===== src/logic/spcs_port.sv =====
/*
 * spcs_pkg and spcs_port: clock and select pins of a synchronous serial port
 * (SPI, SSI, Microwire) as master or slave, with a 16-word transmit FIFO.
 * Assumes config inputs are steady while a frame runs; pins are asynchronous.
 */
package spcs_pkg;
	localparam logic [1:0] FMT_SPI   = 2'h0;
	localparam logic [1:0] FMT_SSI   = 2'h1;
	localparam logic [1:0] FMT_MWIRE = 2'h2;
	localparam int         WORD_W    = 8;
	localparam int         FIFO_D    = 16;
	localparam int         FIFO_AW   = 4;
	localparam int         CLK_NS    = 10;
	localparam int         HALF_NS   = 60;
	localparam int         HALF_CYC  = (HALF_NS / CLK_NS < 1) ? 1 : HALF_NS / CLK_NS;
	localparam logic [3:0] BITS_LAST = 4'h7;
	typedef enum logic [3:0] {
		ST_IDLE  = 4'b0001,
		ST_LEAD  = 4'b0010,
		ST_SHIFT = 4'b0100,
		ST_TRAIL = 4'b1000
	} spcs_state_t;
endpackage

`timescale 1ns/1ns
module spcs_port import spcs_pkg::*; (
	// clock and reset
	input  wire logic              mclk_in,
	input  wire logic              rst_n_in,
	// configuration
	input  wire logic              enable_in,
	input  wire logic              master_mode_in,
	input  wire logic [1:0]        frame_fmt_in,
	input  wire logic              cpol_in,
	// transmit stream
	input  wire logic              tx_valid_in,
	input  wire logic [WORD_W-1:0] tx_data_in,
	output logic                   tx_ready_out,
	// receive stream
	output logic                   rx_valid_out,
	output logic [WORD_W-1:0]      rx_data_out,
	// serial_clock_pin
	input  wire logic              serial_clock_pin_in,
	output logic                   serial_clock_pin_out,
	output logic                   serial_clock_pin_oe_out,
	// slave_select_frame_sync_pin
	input  wire logic              slave_select_frame_sync_pin_in,
	output logic                   slave_select_frame_sync_pin_out,
	output logic                   slave_select_frame_sync_pin_oe_out,
	// master_out_slave_in_pin
	input  wire logic              master_out_slave_in_pin_in,
	output logic                   master_out_slave_in_pin_out,
	output logic                   master_out_slave_in_pin_oe_out,
	// master_in_slave_out_pin
	input  wire logic              master_in_slave_out_pin_in,
	output logic                   master_in_slave_out_pin_out,
	output logic                   master_in_slave_out_pin_oe_out
);
	//------------------------------------------------------------
	// format decode and transmit buffer
	//------------------------------------------------------------
	spcs_state_t       state_q;
	logic [7:0]        div_q;
	logic              half_tick;
	logic              phase_q;
	logic [3:0]        bit_q;
	logic [WORD_W-1:0] tx_sh_q;
	logic [WORD_W-1:0] rx_sh_q;
	logic              cpol_eff;
	logic              sel_act;
	logic              is_master;
	logic              fifo_valid;
	logic [WORD_W-1:0] fifo_data;
	logic              fifo_pop;
	logic              m_pop;
	logic              s_pop;

	assign cpol_eff  = (frame_fmt_in == FMT_SPI) ? cpol_in : 1'b0;
	assign sel_act   = (frame_fmt_in == FMT_SSI);
	assign is_master = enable_in & master_mode_in;
	assign fifo_pop  = m_pop | s_pop;

	spcs_fifo #(.W(WORD_W), .D(FIFO_D), .AW(FIFO_AW)) spcs_fifo_inst (
		.clk_in       (mclk_in),
		.rst_n_in     (rst_n_in),
		.in_valid_in  (tx_valid_in),
		.in_data_in   (tx_data_in),
		.in_ready_out (tx_ready_out),
		.out_valid_out(fifo_valid),
		.out_data_out (fifo_data),
		.out_ready_in (fifo_pop)
	);

	//------------------------------------------------------------
	// master side
	//------------------------------------------------------------
	// half-period enable; the bit rate is fixed by HALF_CYC
	always_ff @(posedge mclk_in) begin
		if (!rst_n_in || div_q == 8'(HALF_CYC - 1)) begin
			div_q <= '0;
		end else begin
			div_q <= div_q + 8'h01;
		end
	end
	assign half_tick = (div_q == 8'(HALF_CYC - 1));
	assign m_pop     = half_tick && is_master && state_q == ST_IDLE && fifo_valid;

	// frame sequencer: select leads the first clock edge by a full period (two half periods)
	always_ff @(posedge mclk_in) begin
		if (!rst_n_in) begin
			state_q                         <= ST_IDLE;
			phase_q                         <= 1'b0;
			bit_q                           <= '0;
			serial_clock_pin_out            <= 1'b0;
			slave_select_frame_sync_pin_out <= 1'b1;
		end else if (!is_master) begin
			state_q                         <= ST_IDLE;
			phase_q                         <= 1'b0;
			serial_clock_pin_out            <= cpol_eff;
			slave_select_frame_sync_pin_out <= !sel_act;
		end else if (half_tick) begin
			case (state_q)
				ST_IDLE: begin
					serial_clock_pin_out <= cpol_eff;
					if (fifo_valid) begin
						slave_select_frame_sync_pin_out <= sel_act;
						state_q                         <= ST_LEAD;
					end
				end
				ST_LEAD: begin
					// frame sync is a single pulse ahead of the data
					if (sel_act) begin
						slave_select_frame_sync_pin_out <= 1'b0;
					end
					bit_q   <= '0;
					phase_q <= 1'b0;
					state_q <= ST_SHIFT;
				end
				ST_SHIFT: begin
					phase_q              <= !phase_q;
					serial_clock_pin_out <= cpol_eff ^ !phase_q;
					if (phase_q) begin
						bit_q <= bit_q + 4'h1;
						if (bit_q == BITS_LAST) begin
							state_q <= ST_TRAIL;
						end
					end
				end
				ST_TRAIL: begin
					slave_select_frame_sync_pin_out <= !sel_act;
					state_q                         <= ST_IDLE;
				end
				default: begin
					state_q <= ST_IDLE;
				end
			endcase
		end else if (state_q == ST_IDLE) begin
			// idle levels follow a format or polarity change at once, not a tick later
			serial_clock_pin_out            <= cpol_eff;
			slave_select_frame_sync_pin_out <= !sel_act;
		end
	end

	//------------------------------------------------------------
	// pin synchronisers and slave side
	//------------------------------------------------------------
	logic [1:0] sck_s_q;
	logic [1:0] sel_s_q;
	logic [1:0] mosi_s_q;
	logic [1:0] miso_s_q;
	logic       sck_d_q;
	logic       s_lead;
	logic       s_trail;
	logic       ssi_arm_q;
	logic       s_sel;
	logic       s_sel_q;
	logic [3:0] s_bit_q;

	always_ff @(posedge mclk_in) begin
		if (!rst_n_in) begin
			sck_s_q  <= '0;
			sel_s_q  <= 2'h3;
			mosi_s_q <= '0;
			miso_s_q <= '0;
			sck_d_q  <= 1'b0;
		end else begin
			sck_s_q  <= {sck_s_q[0], serial_clock_pin_in};
			sel_s_q  <= {sel_s_q[0], slave_select_frame_sync_pin_in};
			mosi_s_q <= {mosi_s_q[0], master_out_slave_in_pin_in};
			miso_s_q <= {miso_s_q[0], master_in_slave_out_pin_in};
			sck_d_q  <= sck_s_q[1];
		end
	end

	// edges of the incoming clock, seen only as a slave
	assign s_lead  = !is_master && enable_in && sck_d_q == cpol_eff && sck_s_q[1] != cpol_eff;
	assign s_trail = !is_master && enable_in && sck_d_q != cpol_eff && sck_s_q[1] == cpol_eff;
	assign s_sel   = sel_act ? ssi_arm_q : !sel_s_q[1];
	assign s_pop   = !is_master && s_sel && !s_sel_q && fifo_valid;

	// ssi: a frame sync seen at a clock edge opens the next word
	always_ff @(posedge mclk_in) begin
		if (!rst_n_in || is_master) begin
			ssi_arm_q <= 1'b0;
		end else if (s_lead && sel_s_q[1] && !ssi_arm_q) begin
			ssi_arm_q <= 1'b1;
		end else if (s_lead && s_bit_q == BITS_LAST) begin
			ssi_arm_q <= 1'b0;
		end
	end

	// shift registers, shared by both roles
	always_ff @(posedge mclk_in) begin
		if (!rst_n_in) begin
			tx_sh_q      <= '0;
			rx_sh_q      <= '0;
			s_bit_q      <= '0;
			s_sel_q      <= 1'b0;
			rx_valid_out <= 1'b0;
			rx_data_out  <= '0;
		end else begin
			rx_valid_out <= 1'b0;
			s_sel_q      <= s_sel && !is_master;
			if (m_pop) begin
				tx_sh_q <= fifo_data;
			end else if (is_master && half_tick && state_q == ST_SHIFT) begin
				if (!phase_q) begin
					rx_sh_q <= {rx_sh_q[WORD_W-2:0], miso_s_q[1]};
				end else begin
					tx_sh_q <= {tx_sh_q[WORD_W-2:0], 1'b0};
					if (bit_q == BITS_LAST) begin
						rx_valid_out <= 1'b1;
						rx_data_out  <= rx_sh_q;
					end
				end
			end else if (!is_master && s_sel && !s_sel_q) begin
				// unloaded fifo sends zeros rather than stalling the master
				tx_sh_q <= fifo_valid ? fifo_data : '0;
				s_bit_q <= '0;
			end else if (s_lead && s_sel && !(sel_act && !s_sel_q)) begin
				rx_sh_q <= {rx_sh_q[WORD_W-2:0], mosi_s_q[1]};
				s_bit_q <= s_bit_q + 4'h1;
				if (s_bit_q == BITS_LAST) begin
					rx_valid_out <= 1'b1;
					rx_data_out  <= {rx_sh_q[WORD_W-2:0], mosi_s_q[1]};
					s_bit_q      <= '0;
				end
			end else if (s_trail && s_sel && s_bit_q != '0) begin
				tx_sh_q <= {tx_sh_q[WORD_W-2:0], 1'b0};
			end
		end
	end

	// pin drivers and enables
	always_ff @(posedge mclk_in) begin
		if (!rst_n_in) begin
			serial_clock_pin_oe_out            <= 1'b0;
			slave_select_frame_sync_pin_oe_out <= 1'b0;
			master_out_slave_in_pin_out        <= 1'b0;
			master_out_slave_in_pin_oe_out     <= 1'b0;
			master_in_slave_out_pin_out        <= 1'b0;
			master_in_slave_out_pin_oe_out     <= 1'b0;
		end else begin
			serial_clock_pin_oe_out            <= is_master;
			slave_select_frame_sync_pin_oe_out <= is_master;
			master_out_slave_in_pin_oe_out     <= is_master;
			master_out_slave_in_pin_out        <= tx_sh_q[WORD_W-1];
			master_in_slave_out_pin_oe_out     <= !is_master && s_sel;
			master_in_slave_out_pin_out        <= tx_sh_q[WORD_W-1];
		end
	end

	//------------------------------------------------------------
	// checks
	//------------------------------------------------------------
	slave_clk_release_a: assert property (@(posedge mclk_in) disable iff (!rst_n_in)
		!is_master |=> !serial_clock_pin_oe_out) else $error("slave drives clock");
	spi_idle_level_a: assert property (@(posedge mclk_in) disable iff (!rst_n_in)
		is_master && state_q == ST_LEAD |-> serial_clock_pin_out == cpol_eff) else $error("bad idle level");
	clock_in_frame_a: assert property (@(posedge mclk_in) disable iff (!rst_n_in)
		is_master && $stable(cpol_eff) && $past(cpol_eff, 2) == cpol_eff && $changed(serial_clock_pin_out)
		|-> $past(state_q) == ST_SHIFT)
		else $error("clock moved outside frame");
	idle_clock_hold_a: assert property (@(posedge mclk_in) disable iff (!rst_n_in)
		is_master && $past(is_master) && state_q == ST_IDLE && $past(state_q) == ST_IDLE && $stable(cpol_eff)
		|-> serial_clock_pin_out == cpol_eff && serial_clock_pin_oe_out) else $error("idle clock moved");
	select_leads_data_a: assert property (@(posedge mclk_in) disable iff (!rst_n_in)
		is_master && !sel_act && state_q == ST_SHIFT |-> !slave_select_frame_sync_pin_out)
		else $error("select not active in frame");
	select_release_a: assert property (@(posedge mclk_in) disable iff (!rst_n_in)
		is_master && !sel_act && state_q == ST_TRAIL |-> ##[1:8] slave_select_frame_sync_pin_out)
		else $error("select not released");
	ssi_sync_pulse_a: assert property (@(posedge mclk_in) disable iff (!rst_n_in)
		is_master && sel_act && $rose(slave_select_frame_sync_pin_out)
		|-> ##[1:8] !slave_select_frame_sync_pin_out) else $error("frame sync too long");
	slave_word_qual_a: assert property (@(posedge mclk_in) disable iff (!rst_n_in)
		!is_master && !sel_act && sel_s_q[1] && $past(sel_s_q[1]) |-> !rx_valid_out)
		else $error("word without select");
	miso_float_a: assert property (@(posedge mclk_in) disable iff (!rst_n_in)
		!s_sel |=> !master_in_slave_out_pin_oe_out) else $error("miso driven unselected");
	mosi_direction_a: assert property (@(posedge mclk_in) disable iff (!rst_n_in)
		is_master |=> master_out_slave_in_pin_oe_out && !master_in_slave_out_pin_oe_out)
		else $error("data pin direction");
endmodule


===== src/logic/spcs_fifo.sv =====
/*
 * spcs_fifo: small synchronous FIFO with valid/ready on both sides.
 * Assumes one clock, synchronous active-low reset, depth a power of two.
 */
`timescale 1ns/1ns
module spcs_fifo #(
	parameter int W  = 8,
	parameter int D  = 16,
	parameter int AW = 4
) (
	// clock and reset
	input  wire logic         clk_in,
	input  wire logic         rst_n_in,
	// filling side
	input  wire logic         in_valid_in,
	input  wire logic [W-1:0] in_data_in,
	output logic              in_ready_out,
	// draining side
	output logic              out_valid_out,
	output logic [W-1:0]      out_data_out,
	input  wire logic         out_ready_in
);
	logic [W-1:0]  mem_q [D];
	logic [AW-1:0] wr_ptr_q;
	logic [AW-1:0] rd_ptr_q;
	logic [AW:0]   cnt_q;
	logic [AW:0]   cnt_d;
	logic          push;
	logic          load;

	// head word moves into the output register when that register frees up
	assign push = in_valid_in & in_ready_out;
	assign load = (cnt_q != '0) && (!out_valid_out || out_ready_in);

	always_comb begin
		cnt_d = cnt_q;
		if (push && !load) begin
			cnt_d = cnt_q + (AW+1)'(1);
		end else if (load && !push) begin
			cnt_d = cnt_q - (AW+1)'(1);
		end
	end

	// storage, no reset needed
	always_ff @(posedge clk_in) begin
		if (push) begin
			mem_q[wr_ptr_q] <= in_data_in;
		end
	end

	// pointers, count and a registered full flag
	always_ff @(posedge clk_in) begin
		if (!rst_n_in) begin
			wr_ptr_q     <= '0;
			rd_ptr_q     <= '0;
			cnt_q        <= '0;
			in_ready_out <= 1'b0;
		end else begin
			if (push) begin
				wr_ptr_q <= wr_ptr_q + AW'(1);
			end
			if (load) begin
				rd_ptr_q <= rd_ptr_q + AW'(1);
			end
			cnt_q        <= cnt_d;
			// the output register holds one word, so the memory stops one short of D
			in_ready_out <= (cnt_d < (AW+1)'(D - 1));
		end
	end

	// read data always leaves from a register
	always_ff @(posedge clk_in) begin
		if (!rst_n_in) begin
			out_valid_out <= 1'b0;
			out_data_out  <= '0;
		end else if (load) begin
			out_valid_out <= 1'b1;
			out_data_out  <= mem_q[rd_ptr_q];
		end else if (out_ready_in) begin
			out_valid_out <= 1'b0;
		end
	end
endmodule


===== config.mk =====
export PLATFORM = sky130hd
export DESIGN_NAME = spcs_port
export DESIGN_NICKNAME = d
export VERILOG_FILES = /design/src/logic/spcs_port.sv /design/src/logic/spcs_fifo.sv
export SDC_FILE = /design/constraint.sdc
export NUM_CORES = 1
export LEC_CHECK = 0
export ABC_AREA = 1
export BUFFER_PORTS_ARGS = -buffer_cell sky130_fd_sc_hd__buf_4
export CORE_MARGIN = 4
export CORE_UTILIZATION = 40
export CTS_CLUSTER_DIAMETER = 50
export DETAILED_ROUTE_END_ITERATION = 10
export GPL_TIMING_DRIVEN = 0
export PLACE_DENSITY_LB_ADDON = 0.1
export SLEW_MARGIN = 5
export SYNTH_ARGS = -nofsm -noshare
export SYNTH_HDL_FRONTEND = slang
export SYNTH_HIERARCHICAL = 1
export SYNTH_SLANG_ARGS = --single-unit

===== constraint.sdc =====
create_clock -name mclk_in -period 3.1 [get_ports mclk_in]
set_clock_uncertainty 0.2 [all_clocks]
set_input_delay 0.155 -clock mclk_in [delete_from_list [all_inputs] [get_ports mclk_in]]
set_output_delay 0.155 -clock mclk_in [all_outputs]
set_load 0.02 [all_outputs]

==> flow_summary_export.csv, run 1 <==
group,metric,value,unit
status,status,"finished clean",
synthesis,yosysTopAreaCell,"edfxtp_1",
cts,postCtsSetupBuffers,0,
cts,cts_buffer_depth,3,
power,leakage,4.565,nW
die,die_x,163.5,um
synthesis,yosysWarningCount,6,
route,via_per_inst,4.984,
timing,relSlewSlack,42.23,%
layout,multi_input_area,0.003452,mm^2
synthesis,synth-edff-count,128,
synthesis,synth_cell_type_count,47,
critical_path,crit_required,3.34,ns
layout,final_common_cell,"nor2_1",
synthesis,synth_seq_cells,212,
timing,worstMarginPinSlew,0.8634,ns
layout,drive_above_1_share,15.89,%
critical_path,end_kind,"register",
synthesis,synthTopCellsByArea,"edfxtp_1 40%, dfxtp_1 17%, nor2_1 7.6%",
critical_path,worst_ep_arrival_time,3.06,ns
route,drt_iter0_drc,583,
die,ioPinCount,38,
synthesis,synth-main-ff-cell,"edfxtp_1",
synthesis,avgSynthCellArea,9.459,um^2
layout,areaGrowthSynthToFinish,19.10,%
synthesis,yosysSeqAreaShare,57.10,%
die,die_h,163.5,um
critical_path,path_max_fanout,10,
min_path,holdCritStartpoint,"enable_in",
critical_path,path_cells,"ha_1, nand3_2, nor2_1, nand4_1, o21ai_2, inv_1, nand2_1, nand2_4, inv_2, buf_4, nand3_1, nand2_1, inv_1",
critical_path,slowest_stage,"dfxtp_1",
route,dr.pass1.iters,5,
placed_design,port_buffers,37,
die,core,0.02361,mm^2
route,routed-via-count,7237,
route,wirelength,23940,um
timing,period_needed,2.822,ns
die,rows,56,
timing,setup_violations,0,
route,wl_per_cell,16.49,um
timing,finalCritPeriodShare,91.03,%
timing,hold_slack,0.06147,ns
synthesis,synth_xor_area_share,0.9051,%
cts,clk_pin_slew,0.06,ns
power,cellPowerDensity,729.1,mW/mm^2
critical_path,crit_start,"div_q[0]",
synthesis,netlist_instances,1023,
layout,num-fill-cells,2235,
grt,gr-usage-all-layers,18.05,%
critical_path,slowest_delay,0.38,ns
critical_path,critical_path_class,"reg2reg",
synthesis,synth_simple_gate_area_share,22.02,%
cts,cts.sinks,212,
layout,fin_nets,1143,
grt,grt_pass1_wl,37660,um
grt,grt_start_max_net_pins,17,
flow_run,cap_violations,0,
synthesis,synth.area.mux_share,0,%
power,irDropWorstVdd,0.0004020,V
timing,slew_violations,0,
grt,gr-total-overflow,0,
synthesis,synth_compound_area_share,11.20,%
layout,final_cell_mix,"195 x nor2_1, 149 x nand2_1, 128 x edfxtp_1, 84 x inv_1, 84 x dfxtp_1",
timing,rsz0062_at_grt,"no",
cts,htree_num_levels,1,
layout,ff_latch_area,0.005525,mm^2
critical_path,regToRegSetupSlack,0.28,ns
route,drtAntennaViolNets,0,
cts,cts-root-buf,"clkbuf_16",
timing,timing.setup.tns,0,ns
critical_path,path_delay_family,"simple AND/OR/NAND/NOR gates",
synthesis,synthesis.area,0.009677,mm^2
timing,finalHoldViolCount,0,
critical_path,reg2reg_from,"div_q[0]",
placed_design,place_congestion,0.8407,
grt,grt_pass1_vias,6843,
synthesis,synthArstFlopShare,0,%
placed_design,hpwl,16400,um
route,post-route-drc-count,0,
cts,cts_tree,"yes",
critical_path,critPathLaunchType,"register",
timing,fmax,354.4,MHz
die,initial_core_util,40.98,%
critical_path,crit_buf_inv,4,
synthesis,synth_fp_nets,1055,
synthesis,synth_top_family_by_area,"simple AND/OR/NAND/NOR gates",
die,die-area,0.02674,mm^2
min_path,hold_class,"in2reg",
cts,clk-insertion-delay-late,0.54,ns
synthesis,synth_adder_area_share,1.552,%
grt,antenna_found_initial,0,
cts,cts_buffers,28,
layout,antenna_cells,0,
synthesis,synth_top_area_share,39.72,%
==> registers in the layout (all words and copies together) (netlist names), 2 cells and up <==
name	cells
state_q	4
s_bit_q	4
sel_s_q	2
rx_data_out	8
rx_sh_q	8
mosi_s_q	2
spcs_fifo_inst/rd_ptr_q	4
spcs_fifo_inst/mem_q	128
div_q	8
miso_s_q	2
tx_sh_q	8
spcs_fifo_inst/out_data_out	8
spcs_fifo_inst/cnt_q	5
spcs_fifo_inst/wr_ptr_q	4
bit_q	4
sck_s_q	2
==> cell usage after synthesis (9+ instances only) <==
master,n
nor2_1,195
nand2_1,149
edfxtp_1,128
dfxtp_1,84
inv_1,84
o21ai_0,76
nand3_1,59
a21oi_1,38
o211ai_1,27
o21ai_1,27
buf_2,13
buf_6,12
ha_1,12
nand3b_1,9
nand4_1,9
==> worst reg2reg max path: stages (launching register included) <==
cell and delay (ns):
dfxtp_1 0.38, ha_1 0.25, nand3_2 0.13, nor2_1 0.25, nand4_1 0.37, o21ai_2 0.20, inv_1 0.06, nand2_1 0.17
nand2_4 0.13, inv_2 0.18, buf_4 0.20, nand3_1 0.13, nand2_1 0.08, inv_1 0.04
==> path summary, 6_finish.rpt <==
| path | endpoint | cells after the start |
|---|---|---|
| worst max-delay path | spcs_fifo_inst/out_data_out[5] | 13 |
| worst min-delay path | serial_clock_pin_out | 7 |
| worst max register to register | spcs_fifo_inst/out_data_out[5] | 13 |
| worst min register to register | sck_s_q[1] | 2 |
==> kinds of logic after synthesis <==
group | after synthesis
AND/OR/NAND/NOR | 465
flip-flops | 212
AO/OA/AOI/OAI | 187
buffers and inverters | 137
adder cells (fa/ha/maj) | 12
XOR/XNOR | 10
==> through the flow <==
step	utilization [%]	cell area [um^2]	setup slack [ns]	instances	power, W
final	48.81	11520	0.2781	1452	0.008403
after global routing	48.81	11520	0.008837	1452	0.008848
after CTS	48.81	11520	0.2212	1452	0.008500
after detailed placement	43.85	10350	0.2063	1379	0.005233
after global placement	43.85	10350	0.2116	1379	0.005223
after floorplan	-	9677	0.8817	1023	0.004645
==> area by class of cell <==
cell class / instances / share of cell area, %
Buffer: 45 / 3.072
Clock buffer: 36 / 6.992
Clock inverter: 16 / 1.346
Inverter: 92 / 2.996
Multi-Input combinational cell: 674 / 29.95
Sequential cell: 212 / 47.94
Tap cell: 319 / 3.463
Timing Repair Buffer: 58 / 4.234
==> per-layer routing <==
metal  share of wire (%)  global-route usage (%)
met1                  48                   26.47
met2                  45                   27.89
met3                 5.6                   2.978
met4                 2.1                   4.689
met5                   0                       0
==> timing repair <==
item,in CTS,in global routing
endpoints found under the hold margin,155,0
resized for setup,0,0
hold buffers,21,0
==> report_power, final <==
| group | switching [W] | internal [W] |
|---|---|---|
| Clock | 0.00126 | 0.00195 |
| Combinational | 0.00129 | 0.000685 |
| Sequential | 0.0000950 | 0.00313 |
| Total | 0.00264 | 0.00576 |
Power figures use the tool's default switching activity.
==> run 2: changes to the inputs <==
Settings changed: ABC_AREA 1 to default.
==> flow_summary_export.csv, run 2 <==
group,metric,value,unit
layout,largest_reg_flops,128,
route,via_per_inst,5.362,
synthesis,synth_most_common_cell,"edfxtp_1",
die,core,0.02196,mm^2
synthesis,synthesis.area,0.008999,mm^2
cts,clk-insertion-delay-late,0.54,ns
timing,rsz0062_at_grt,"no",
synthesis,yosysWarningCount,6,
critical_path,slowest_delay,0.69,ns
route,drt_iter0_drc,308,
timing,slew_violations,0,
placed_design,dp_slack,-0.4938,ns
timing,relSlewSlack,12.79,%
grt,gr-usage-all-layers,15.69,%
die,die_h,158.0,um
die,die-area,0.02496,mm^2
cts,htree_num_levels,1,
route,dr.pass1.iters,4,
synthesis,synth-edff-count,128,
critical_path,critPathLaunchType,"register",
layout,top_register,"spcs_fifo_inst/mem_q",
layout,final_cell_mix,"128 x edfxtp_1, 84 x dfxtp_1, 61 x nand2_1, 44 x nor2_1, 42 x buf_4",
cts,clk_pin_slew,0.06,ns
layout,areaGrowthSynthToFinish,19.73,%
min_path,hold_class,"in2reg",
die,rows,54,
power,leakage,3.848,nW
critical_path,crit_required,3.36,ns
synthesis,synthArstFlopShare,0,%
synthesis,synth_common_cells,"128 x edfxtp_1, 84 x dfxtp_1, 61 x nand2_1",
cts,cts_buffers,28,
route,post-route-drc-count,0,
cts,cts-root-buf,"clkbuf_16",
placed_design,placed_area,0.009637,mm^2
layout,fin_area,0.01077,mm^2
grt,antenna_found_initial,0,
placed_design,hpwl,12930,um
synthesis,yosysTopAreaCell,"edfxtp_1",
critical_path,path_cells,"ha_1, or4b_1, nor4_4, nor3_2, a21oi_4, mux2i_1",
timing,fmax,340.1,MHz
layout,final_common_cell,"edfxtp_1",
grt,grt_pass1_wl,30960,um
flow_run,cap_violations,0,
cts,cts_buffer_depth,3,
placed_design,port_buffers,37,
critical_path,slowest_stage,"nor4_4",
die,initial_core_util,40.98,%
cts,cts.sinks,212,
placed_design,place_congestion,0.8521,
synthesis,synth_cell_type_count,68,
die,ioPinCount,38,
timing,finalHoldViolCount,0,
critical_path,end_kind,"register",
status,status,"finished clean",
critical_path,worst_ep_arrival_time,3.20,ns
grt,grt_pass1_vias,5845,
route,drtAntennaViolNets,0,
cts,cts_tree,"yes",
synthesis,synth_seq_cells,212,
synthesis,synth_fp_nets,691,
grt,grt_start_max_net_pins,17,
synthesis,synth-main-ff-cell,"edfxtp_1",
timing,period_needed,2.941,ns
synthesis,yosysSeqAreaShare,61.40,%
grt,gr-total-overflow,0,
timing,setup_slack,0.1594,ns
synthesis,netlist_instances,659,
synthesis,avgSynthCellArea,13.65,um^2
synthesis,synthTopCellsByArea,"edfxtp_1 43%, dfxtp_1 19%, mux4_2 6.0%",
route,routed-via-count,5614,
timing,setup_violations,0,
power,cellPowerDensity,689.4,mW/mm^2
route,wl_per_cell,18.38,um
power,p_total,0.007428,W
synthesis,synth_top_area_share,42.71,%
layout,fin_nets,779,
critical_path,critical_path_class,"reg2reg",
power,irDropWorstVdd,0.0005094,V
layout,num-fill-cells,1926,
layout,utilization,49.07,%
layout,drive_above_1_share,21.38,%
timing,worstMarginPinSlew,1.298,ns
route,wirelength,19240,um
layout,antenna_cells,0,
critical_path,path_max_fanout,10,
timing,finalCritPeriodShare,94.86,%
die,die_x,158.0,um
==> run 2: per-layer routing <==
layer	track usage (%)	wire (um)	part of all wire, %	up-vias
met5	0	0	0	-
met1	20.13	8398	44	2818
li1	-	-	-	2669
met2	27.62	9766	51	97
met4	3.981	425	2.2	0
met3	2.816	650	3.4	30
==> run 2: area by class of cell <==
| cell class | count | area [um^2] | share of cell area [%] |
|---|---|---|---|
| multi-input combinational | 397 | 3282 | 30.46 |
| buffer | 37 | 203.9 | 1.893 |
| inverter | 13 | 48.80 | 0.4529 |
| clock inverter | 17 | 138.9 | 1.289 |
| clock buffer | 33 | 739.5 | 6.863 |
| timing repair buffer | 58 | 485.5 | 4.506 |
| sequential | 212 | 5525 | 51.28 |
| tap | 280 | 350.3 | 3.252 |
==> run 2: worst paths after layout <==
path	from	endpoint	slack, ns	depth (start not counted)
setup / recovery	div_q[0]	rx_sh_q[1]	0.16	6
hold / removal	frame_fmt_in[0]	ssi_arm_q	0.04	4
setup reg to reg	div_q[0]	rx_sh_q[1]	0.16	6
hold reg to reg	sel_s_q[0]	sel_s_q[1]	0.22	1
==> run 2: critical path, delay by kind of cell (launching register included) <==
family / cells / cell delay (ns)
simple gates: 3 / 1.45
compound gates: 1 / 0.40
mux: 1 / 0.25
flops: 1 / 0.37
fa+ha+maj: 1 / 0.20
==> run 2: metrics by stage <==
stage	instances	TNS (ns)	hold slack, ns
detailed placement	976	-6.983	0.1592
floorplan	659	0	0.05387
finish	1047	0	0.04132
global route	1047	0	0.07375
global placement	976	-6.588	0.1533
CTS	1047	0	0.02358
==> run 2: timing repair <==
item                                   CTS  global route
gates cloned                             0             0
setup endpoints to repair               25            19
endpoints found under the hold margin  154             0
gates resized for setup                  4             5
pin swaps                                1             0
hold buffers                            20             0
buffers inserted                         1             0
==> run 2: cells by family after synthesis <==
| logic type | Yosys count | synth area share [%] |
|---|---|---|
| muxes | 79 | 13.82 |
| and+or+nand+nor | 198 | 11.58 |
| buffers and inverters | 50 | 2.809 |
| DFF | 212 | 61.40 |
| adders and majority gates | 13 | 1.780 |
| AOI/OAI and AO/OA | 88 | 6.758 |
| xor gates and xnor gates | 19 | 1.849 |
==> run 2: power breakdown <==
group	switching (W)	internal (W)	leakage (nW)
combinational	0.000694	0.000607	1.59
clock	0.00121	0.00173	0.425
sequential	0.0000897	0.00310	1.84
total	0.00200	0.00543	3.85
==> run 3: changes to the inputs <==
Settings changed: PLACE_DENSITY from default to 0.59, PLACE_DENSITY_LB_ADDON 0.1 to default.
==> flow_summary_export.csv, run 3 (same netlist as run 2, synthesis figures left out) <==
group,metric,value,unit
status,status,"finished clean",
critical_path,critPathLaunchType,"register",
grt,antenna_found_initial,0,
power,cellPowerDensity,685.6,mW/mm^2
grt,grt_start_max_net_pins,17,
critical_path,path_max_fanout,10,
die,die-area,0.02496,mm^2
placed_design,placed_area,0.009627,mm^2
timing,rsz0062_at_grt,"no",
route,dr.pass1.iters,4,
timing,fmax,347.6,MHz
die,rows,54,
power,p_sw,0.001875,W
die,ioPinCount,38,
power,internal_power,0.005435,W
critical_path,ff2ff_path_depth,7,
route,wirelength,18680,um
cts,cts-root-buf,"clkbuf_16",
power,p_sw_share,25.65,%
die,core,0.02196,mm^2
die,initial_core_util,40.98,%
timing,period_needed,2.877,ns
cts,cts_buffer_depth,3,
grt,gr-usage-all-layers,15.27,%
cts,clk-insertion-delay-late,0.51,ns
layout,largest_reg_flops,128,
timing,slew_violations,0,
layout,final_cell_mix,"128 x edfxtp_1, 84 x dfxtp_1, 61 x nand2_1, 44 x nor2_1, 42 x buf_4",
power,leakage,3.786,nW
layout,drive_above_1_share,20.03,%
critical_path,worst_ep_arrival_time,3.07,ns
critical_path,reg2reg_from,"div_q[0]",
power,irDropWorstVdd,0.0003881,V
flow_run,cap_violations,0,
route,wl_per_cell,17.97,um
timing,setup_violations,0,
critical_path,end_kind,"register",
critical_path,crit_start,"div_q[0]",
layout,utilization,48.55,%
cts,cts_buffers,25,
cts,cts.sinks,212,
die,die_x,158.0,um
timing,finalHoldViolCount,0,
placed_design,place_congestion,0.7839,
layout,final_common_cell,"edfxtp_1",
grt,gr-total-overflow,0,
die,die_h,158.0,um
critical_path,critical_path_class,"reg2reg",
route,drt_iter0_drc,373,
critical_path,crit_required,3.29,ns
timing,worstMarginPinSlew,1.232,ns
placed_design,port_buffers,37,
power,p_comb_share,17.6,%
layout,fin_nets,775,
cts,cts_tree,"yes",
power,seq_power_share,43.6,%
timing,relSlewSlack,17.26,%
layout,antenna_cells,0,
route,post-route-drc-count,0,
placed_design,hpwl,12530,um
layout,fin_area,0.01066,mm^2
route,via_per_inst,5.390,
min_path,hold_class,"in2reg",
layout,areaGrowthSynthToFinish,18.48,%
grt,grt_pass1_vias,5836,
timing,finalCritPeriodShare,92.80,%
grt,grt_pass1_wl,30150,um
route,drtAntennaViolNets,0,
route,routed-via-count,5600,
layout,top_register,"spcs_fifo_inst/mem_q",
cts,htree_num_levels,1,
power,p_clk_share,38.8,%
min_path,holdPathStages,4,
cts,clk_pin_slew,0.06,ns
min_path,holdCritStartpoint,"frame_fmt_in[0]",
==> run 3: cell types whose count changed in the layout (fill, tap and decap cells not counted), moves of 2 or more <==
cell | before | now
clkinv_4 | 0 | 2
bufinv_16 | 0 | 3
clkbuf_16 | 28 | 25
clkinv_2 | 7 | 3
inv_8 | 2 | 0
nor3_1 | 9 | 11
clkbuf_8 | 2 | 0
clkinvlp_4 | 4 | 1
nor3_2 | 4 | 2
==> run 3: stage by stage <==
stage	setup TNS [ns]	setup slack [ns]	total power, W	instances	hold slack (ns)
after floorplan	0	0.3842	0.004167	659	0.05387
after global placement	-4.328	-0.3498	0.004467	976	0.1439
after detailed placement	-4.827	-0.3890	0.004499	976	0.1608
after CTS	0	0.1089	0.007383	1039	0.02314
after global routing	0	0.02287	0.007622	1039	0.05818
final	0	0.2231	0.007309	1039	0.03981
==> run 3: what timing repair did <==
item	CTS	global route
setup buffers	1	0
hold buffers	19	0
resized for setup	3	6
endpoints found under the setup margin	25	13
pin swaps	1	1
gates cloned	0	0
endpoints found under the hold margin	154	0
==> run 3: routing by layer <==
metal	vias to the layer above	GRT usage, %	share of wire, %
li1	2660	-	-
met1	2775	19.64	42
met2	139	26.83	50
met3	26	2.679	5.1
met4	0	3.940	2.0
met5	-	0	0
==> run 3: layout make-up <==
class	count	area (um^2)
sequential	212	5525
clock buffer	30	644.4
fill	1904	11300
timing repair buffer	57	475.5
buffer	37	205.2
clock inverter	13	155.1
tap	280	350.3
inverter	13	48.80
multi-input combinational	397	3257
==> run 3: final timing paths <==
check                                        end  slack [ns]
setup / recovery                  rx_data_out[5]        0.22
hold / removal    master_in_slave_out_pin_oe_out        0.04
setup reg to reg                  rx_data_out[5]        0.22
hold reg to reg                      mosi_s_q[1]        0.24
==> run 3: power by group through the flow <==
| stage | combinational (W) | clock (W) | sequential (W) |
|---|---|---|---|
| after floorplan | 0.000950 | 0 | 0.00322 |
| after CTS | 0.00129 | 0.00291 | 0.00318 |
| after global placement | 0.00123 | 0 | 0.00324 |
| final | 0.00129 | 0.00283 | 0.00319 |
| after detailed placement | 0.00126 | 0 | 0.00324 |
| after global routing | 0.00141 | 0.00302 | 0.00320 |
==> run 3: critical path: stages (launching register included) <==
cell,delay (ns)
dfxtp_1,0.37
ha_1,0.18
or4b_1,0.52
nor4_4,0.66
nand2_1,0.15
a211o_1,0.34
buf_4,0.19
mux2i_1,0.13
